===== config.mk =====
export PLATFORM = sky130hd
export DESIGN_NAME = hc_ctrl
export DESIGN_NICKNAME = d
export VERILOG_FILES = /design/src/logic/hc_sync.v /design/src/logic/hc_ctrl.v
export VERILOG_INCLUDE_DIRS = /design/src /design/src/logic
export SDC_FILE = /design/constraint.sdc
export NUM_CORES = 1
export LEC_CHECK = 0
export CAP_MARGIN = 40
export CORE_MARGIN = 4
export CORE_UTILIZATION = 57
export DETAILED_ROUTE_END_ITERATION = 16
export DONT_BUFFER_PORTS = 1
export GPL_TIMING_DRIVEN = 1
export PLACE_DENSITY = 0.75
export SLEW_MARGIN = 20
export SYNTH_ARGS = -nofsm -noshare
export SYNTH_HDL_FRONTEND = slang
export SYNTH_SLANG_ARGS = --single-unit

===== constraint.sdc =====
create_clock -name clk_sys -period 4.2 [get_ports clk_sys]
set_input_delay 0.84 -clock clk_sys [delete_from_list [all_inputs] [get_ports clk_sys]]
set_output_delay 0.84 -clock clk_sys [all_outputs]
set_load 0.005 [all_outputs]

===== src/logic/hc_consts.vh =====
// constants for the parallel eeprom host controller: timing counts and page geometry
// assumes a single 100 MHz clock; every count except the load margin and synchroniser depth is derived from a time in ns
`ifndef HC_CONSTS_VH
`define HC_CONSTS_VH

`define HC_CLK_NS 10
`define HC_ADDR_W 11
`define HC_DATA_W 8
`define HC_PAGE_LSB 4
`define HC_PAGE_BYTES 16
// device times, in ns
`define HC_T_ACCESS_NS 90
`define HC_T_GLITCH_NS 10
`define HC_T_WE_NS 100
`define HC_T_BYTE_LOAD_NS 20000
`define HC_T_PROG_NS 5000000
// least times round up, longest rounds down
`define HC_ACCESS_CYC ((`HC_T_ACCESS_NS + `HC_CLK_NS - 1) / `HC_CLK_NS)
`define HC_WE_CYC ((`HC_T_WE_NS + `HC_CLK_NS - 1) / `HC_CLK_NS)
`define HC_BYTE_LOAD_CYC (`HC_T_BYTE_LOAD_NS / `HC_CLK_NS)
`define HC_PROG_CYC (`HC_T_PROG_NS / `HC_CLK_NS)
// cycles needed from a page accept to the strobe fall, kept clear of the window end
`define HC_LOAD_MARGIN 8
// synchroniser depth on the returning data lines
`define HC_SYNC_CYC 2

`endif


===== src/logic/hc_sync.v =====
// two-flop synchroniser for a bus of pin inputs
// assumes each bit is sampled independently; bus coherence comes from holding the pins steady
`timescale 1ns/1ps
module hc_sync #(
    parameter W = 8
) (
    input wire clk_sys,
    input wire rst,
    input wire [W-1:0] d,
    output reg [W-1:0] q
);
    reg [W-1:0] meta_q;

    always @(posedge clk_sys or posedge rst) begin
        if (rst) begin
            meta_q <= {W{1'b0}};
            q <= {W{1'b0}};
        end else begin
            meta_q <= d;
            q <= meta_q;
        end
    end
endmodule


===== src/logic/hc_ctrl.v =====
// host-side controller for a 2048 x 8 parallel eeprom: reads, byte and page writes,
// completion polling on the top data bit
// assumes the device pins are wired directly; the returning data lines are asynchronous
`timescale 1ns/1ps
`include "hc_consts.vh"
module hc_ctrl #(
    parameter AW = `HC_ADDR_W,
    parameter DW = `HC_DATA_W,
    parameter PAGE_BYTES = `HC_PAGE_BYTES
) (
    input wire clk_sys,
    input wire rst,
    input wire cmd_valid,
    input wire cmd_write,
    input wire cmd_last,
    input wire [AW-1:0] cmd_addr,
    input wire [DW-1:0] cmd_wdata,
    output reg cmd_ready,
    output reg rd_valid,
    output reg [DW-1:0] rd_data,
    output reg wr_done,
    output reg busy,
    output reg [AW-1:0] byte_address_lines,
    output reg [DW-1:0] bidir_data_lines_o,
    output reg bidir_data_lines_oe_n,
    input wire [DW-1:0] bidir_data_lines_i,
    output reg ce_n,
    output reg oe_n,
    output reg we_n
);
    // ----------------------------------------------------------------
    // states and counters
    // ----------------------------------------------------------------
    localparam [3:0] S_IDLE = 4'd0;
    localparam [3:0] S_RD_WAIT = 4'd1;
    localparam [3:0] S_WR_SET = 4'd2;
    localparam [3:0] S_WR_LOW = 4'd3;
    localparam [3:0] S_WR_HOLD = 4'd4;
    localparam [3:0] S_PAGE = 4'd5;
    localparam [3:0] S_POLL_WAIT = 4'd6;
    localparam [3:0] S_POLL_GAP = 4'd7;
    localparam [3:0] S_DISPATCH = 4'd8;

    // counts are worked out as integers, then cut to the counter width on purpose
    localparam integer RD_CYC_I = `HC_ACCESS_CYC + `HC_SYNC_CYC;
    localparam integer WE_CYC_I = `HC_WE_CYC;
    localparam integer LOAD_SAFE_I = `HC_BYTE_LOAD_CYC - `HC_LOAD_MARGIN;
    localparam integer LOAD_END_I = `HC_BYTE_LOAD_CYC;
    localparam integer PAGE_MAX_I = PAGE_BYTES;
    localparam [11:0] RD_CYC = RD_CYC_I[11:0];
    localparam [11:0] WE_CYC = WE_CYC_I[11:0];
    localparam [11:0] LOAD_SAFE = LOAD_SAFE_I[11:0];
    localparam [11:0] LOAD_END = LOAD_END_I[11:0];
    localparam [4:0] PAGE_MAX = PAGE_MAX_I[4:0];

    reg [3:0] st_q;
    reg [11:0] cnt_q;
    reg [11:0] win_q;
    reg [4:0] nbytes_q;
    reg pend_q;
    reg c_write_q;
    reg c_last_q;
    reg [AW-1:0] c_addr_q;
    reg [DW-1:0] c_data_q;
    reg [AW-1:0] last_addr_q;
    reg last_bit_q;
    reg page_end_q;
    wire [DW-1:0] dq_sync;

    // data lines come from the device's clock-free logic
    hc_sync #(.W(DW)) u_sync (
        .clk_sys(clk_sys),
        .rst(rst),
        .d(bidir_data_lines_i),
        .q(dq_sync)
    );

    function same_page;
        input [AW-1:0] a;
        input [AW-1:0] b;
        begin
            same_page = (a[AW-1:`HC_PAGE_LSB] == b[AW-1:`HC_PAGE_LSB]);
        end
    endfunction

    // continuation is legal only inside the byte-load window and page
    wire can_extend = c_write_q && !page_end_q && same_page(c_addr_q, last_addr_q)
        && (nbytes_q < PAGE_MAX) && (win_q < LOAD_SAFE);

    // ----------------------------------------------------------------
    // sequencer
    // ----------------------------------------------------------------
    always @(posedge clk_sys or posedge rst) begin
        if (rst) begin
            st_q <= S_IDLE;
            cnt_q <= 12'h000;
            win_q <= 12'h000;
            nbytes_q <= 5'h00;
            pend_q <= 1'b0;
            c_write_q <= 1'b0;
            c_last_q <= 1'b0;
            c_addr_q <= {AW{1'b0}};
            c_data_q <= {DW{1'b0}};
            last_addr_q <= {AW{1'b0}};
            last_bit_q <= 1'b0;
            page_end_q <= 1'b0;
            cmd_ready <= 1'b0;
            rd_valid <= 1'b0;
            rd_data <= {DW{1'b0}};
            wr_done <= 1'b0;
            busy <= 1'b0;
            byte_address_lines <= {AW{1'b0}};
            bidir_data_lines_o <= {DW{1'b0}};
            bidir_data_lines_oe_n <= 1'b1;
            ce_n <= 1'b1;
            oe_n <= 1'b1;
            we_n <= 1'b1;
        end else begin
            rd_valid <= 1'b0;
            wr_done <= 1'b0;
            if (win_q != 12'hfff) begin
                win_q <= win_q + 12'h001;
            end
            if (cmd_ready && cmd_valid) begin
                cmd_ready <= 1'b0;
                pend_q <= 1'b1;
                c_write_q <= cmd_write;
                c_last_q <= cmd_last;
                c_addr_q <= cmd_addr;
                c_data_q <= cmd_wdata;
            end
            case (st_q)
                S_IDLE: begin
                    if (cmd_ready && cmd_valid) begin
                        st_q <= S_DISPATCH;
                    end else if (!pend_q) begin
                        cmd_ready <= 1'b1;
                    end
                end
                S_DISPATCH: begin
                    pend_q <= 1'b0;
                    byte_address_lines <= c_addr_q;
                    ce_n <= 1'b0;
                    if (c_write_q) begin
                        nbytes_q <= 5'h00;
                        page_end_q <= 1'b0;
                        busy <= 1'b1;
                        bidir_data_lines_o <= c_data_q;
                        bidir_data_lines_oe_n <= 1'b0;
                        oe_n <= 1'b1;
                        st_q <= S_WR_SET;
                    end else begin
                        oe_n <= 1'b0;
                        cnt_q <= RD_CYC;
                        st_q <= S_RD_WAIT;
                    end
                end
                S_RD_WAIT: begin
                    cnt_q <= cnt_q - 12'h001;
                    if (cnt_q == 12'h001) begin
                        rd_data <= dq_sync;
                        rd_valid <= 1'b1;
                        oe_n <= 1'b1;
                        ce_n <= 1'b1;
                        st_q <= S_IDLE;
                    end
                end
                S_WR_SET: begin
                    // select already low: the strobe fall is the later edge and takes the address
                    we_n <= 1'b0;
                    win_q <= 12'h000;
                    cnt_q <= WE_CYC;
                    st_q <= S_WR_LOW;
                end
                S_WR_LOW: begin
                    // pulse far wider than the glitch filter so it always counts
                    cnt_q <= cnt_q - 12'h001;
                    if (cnt_q == 12'h001) begin
                        we_n <= 1'b1;
                        st_q <= S_WR_HOLD;
                    end
                end
                S_WR_HOLD: begin
                    // data held one cycle past the strobe rise, then released with select
                    ce_n <= 1'b1;
                    bidir_data_lines_oe_n <= 1'b1;
                    last_addr_q <= byte_address_lines;
                    last_bit_q <= bidir_data_lines_o[DW-1];
                    nbytes_q <= nbytes_q + 5'h01;
                    page_end_q <= c_last_q;
                    cmd_ready <= !c_last_q;
                    st_q <= S_PAGE;
                end
                S_PAGE: begin
                    if (pend_q) begin
                        if (can_extend) begin
                            pend_q <= 1'b0;
                            byte_address_lines <= c_addr_q;
                            bidir_data_lines_o <= c_data_q;
                            bidir_data_lines_oe_n <= 1'b0;
                            ce_n <= 1'b0;
                            st_q <= S_WR_SET;
                        end else begin
                            cmd_ready <= 1'b0;
                            st_q <= S_POLL_GAP;
                        end
                    end else if (page_end_q || win_q >= LOAD_SAFE) begin
                        // let the window lapse; the device starts programming itself
                        cmd_ready <= 1'b0;
                        st_q <= S_POLL_GAP;
                    end
                end
                S_POLL_GAP: begin
                    if (win_q >= LOAD_END) begin
                        byte_address_lines <= last_addr_q;
                        ce_n <= 1'b0;
                        oe_n <= 1'b0;
                        cnt_q <= RD_CYC;
                        st_q <= S_POLL_WAIT;
                    end
                end
                S_POLL_WAIT: begin
                    cnt_q <= cnt_q - 12'h001;
                    if (cnt_q == 12'h001) begin
                        oe_n <= 1'b1;
                        ce_n <= 1'b1;
                        if (dq_sync[DW-1] == last_bit_q) begin
                            // true value back: programming has finished
                            wr_done <= 1'b1;
                            busy <= 1'b0;
                            st_q <= pend_q ? S_DISPATCH : S_IDLE;
                        end else begin
                            // inverted top bit: still programming, read again
                            st_q <= S_POLL_GAP;
                        end
                    end
                end
                default: begin
                    st_q <= S_IDLE;
                end
            endcase
        end
    end
endmodule


==> flow_summary.ini <==
[die]
rows = 34
core_sq_um = 8850
die_area_sq_um = 10800
die_h_um = 104
ioPinCount = 67
die_w_um = 104
start_util_pct = 59.5

[logic_synthesis]
synth.distinct_cells = 58
synth_area_per_cell_sq_um = 11.3
yosysTopAreaCell = dfrtp_1
synth_area_leaders = dfrtp_1, mux2_2, nand2_1
async_reset_ff_share_pct = 100
synth.most_common_cell = dfrtp_1
synth_top_area_share_pct = 54.6
synth_edf_count = 0
synth_cells = 467
synth_seq_cells = 119
synth_common_cells = dfrtp_1, mux2_2, nand2_1
syn-num-nets = 504
netlist_area_sq_um = 5270
ys_seq_area_share_pct = 56.6
yosysWarnings = 0
synthFlopType = dfrtp_1

[clocking]
cts_root_buf = clkbuf_8
post_cts_resized = 0
htree_levels = 4
clockBufferDepth = 2
post_cts_buffers = 0
cts_tree = yes
clk_latency_ps = 530
cts.sinks = 119
cts_buffers = 17
path_clk_slew_ps = 60
postCtsHoldBufs = 0

[timing]
worst_slack_ps = 1460
report.final.slew_viol_count = 0
post-route-period-util_pct = 65.3
fin_setup_tns_ps = 0
period_minus_slack_ps = 2740
fin_worst_skew_ps = 15.4
setup_viol = 0
fmax_mhz = 365
relSlewSlack_pct = 51.3
rsz0062_at_grt = no
tightest_slew_ps = 730
hold_viol_final = 0

[power]
p_per_area_nw_per_um2 = 431
irDropWorstVdd_mv = 0.397
power.leakage_nw = 2.90

[final_layout]
n_fill_cell = 639
antenna_cells = 0
area_growth_pct = 13.1
layout-drive-gt1-share_pct = 22.7
nNetsFinal = 509

[detailed_routing]
ant_nets = 0
drtIter0Drc = 209
vias = 3565
drt-vias-per-instance = 6.01
detail_route.wirelength_um = 11000
dr.pass1.iters = 4
wire_per_inst_um = 18.6
drc = 0

[critical_path]
r2r_slack_ps = 1460
cp_slowest_cell = or4b_1
path_class = flip-flop to flip-flop
cp-end-kind = flip-flop
path_delay_family = simple AND/OR/NAND/NOR gates
crit_chain = or4_1, or4b_1, a211o_1, nor2_1, mux2_1
slowest_delay_ps = 670
cp-start-kind = flip-flop
path_buf_inv = 0
critPathRequiredTime_ps = 4590
worst-path-max-fanout = 6
critPathArrivalTime_ps = 3130

[placed_design]
place_hpwl_um = 7390
place_congestion = 0.890
place_ws_ps = 1490
io_buffers = 0

[global_route]
grt.total_usage_pct = 22.1
grt_pass1_vias = 3783
grt_start_max_net_pins = 56
grt_pass1_wl_um = 19100
antenna_found_initial = 1
grt_overflow = 0

[worst_hold_path]
hp-class = input port to async pin

[outcome]
status = complete, no violations

[flow_run]
cap_violations = 0
state kept, by name (all words and copies together) (netlist names), 4 cells and up:
signal,cells
last_addr_q,11
nbytes_q,5
c_addr_q,11
byte_address_lines,11
bidir_data_lines_o,8
win_q,12
st_q,4
u_sync.meta_q,8
c_data_q,8
cnt_q,12
rd_data,8
u_sync.q,8
layout make-up:
class | count | area (sq um) | share of cell area, %
flip-flops and latches | 119 | 2980 | 50.1
multi-input cells | 313 | 2150 | 36.2
clock buffers | 18 | 418 | 7.02
clock inverters | 14 | 151 | 2.54
well taps | 108 | 135 | 2.27
repair buffers | 9 | 66.3 | 1.11
inverters | 12 | 47.5 | 0.798
layer usage:
metal	global-route usage (%)	wire length, um
met5	0	13
met4	7.88	198
met3	7.64	730
met2	36.1	5450
met1	27.4	4620
final timing paths:
path                                  startpoint               end  cells past startpoint
setup / recovery                        cnt_q[9]           st_q[1]                      5
hold / removal                               rst       c_data_q[5]                      1
setup reg to reg                        cnt_q[9]           st_q[1]                      5
hold reg to reg                 u_sync.meta_q[6]       u_sync.q[6]                      0
max in group asynchronous                    rst              we_n                      2
min in group clk_sys       bidir_data_lines_i[3]  u_sync.meta_q[3]                      0
power breakdown:
group	leakage (nW)	switching, W	internal, W	total, W
clock	0.275	0.000538	0.000847	0.00139
combinational	1.05	0.0000230	0.00000289	0.0000259
sequential	1.58	0.00000235	0.00115	0.00116
per-stage QoR:
step	hold WS [ps]	area, sq um	std cells	total power, W	util, %
after floorplan	331	5270	467	0.00120	-
after global placement	332	5370	558	0.00120	60.6
after detailed placement	335	5390	561	0.00120	60.9
after CTS	306	5960	593	0.00259	67.3
after global routing	322	5960	593	0.00265	67.3
final	291	5960	593	0.00257	67.3
logic make-up (layout without fill, tap and decap cells):
kind of cell | after synthesis | in the layout | synth area share [%]
AOI/OAI and AO/OA | 85 | 85 | 10.8
buffers and inverters | 35 | 53 | 2.54
muxes | 61 | 61 | 13.0
xor gates and xnor gates | 15 | 15 | 2.49
DFF | 119 | 119 | 56.6
adders and majority gates | 5 | 5 | 1.19
and+or+nand+nor | 147 | 147 | 13.3
placed cells by master (no fill, tap or decap), types with 3 or more instances in the layout:
cell type / count
o21a_1: 4
clkinv_4: 5
o21bai_1: 4
mux2_2: 60
nor2_1: 31
or3_1: 5
nor3_1: 7
nand2_1: 58
clkinv_2: 3
nand4_1: 4
and3_1: 5
o21ai_0: 26
xor2_1: 8
ha_1: 5
dfstp_2: 4
a21oi_1: 11
a31oi_1: 8
nand3_1: 8
clkbuf_16: 16
inv_1: 11
nor2b_1: 4
nor4_1: 5
xnor2_1: 7
or4_1: 3
nand2b_1: 3
buf_4: 6
o41ai_1: 4
dfrtp_1: 115
worst register-to-register path, delay by kind of cell (launching register included):
family,cells,cell delay [ps]
AND/OR/NAND/NOR,3,1520
multiplexers,1,350
flip-flops,1,390
AO/OA/AOI/OAI,1,360
Power figures use the tool's default switching activity.
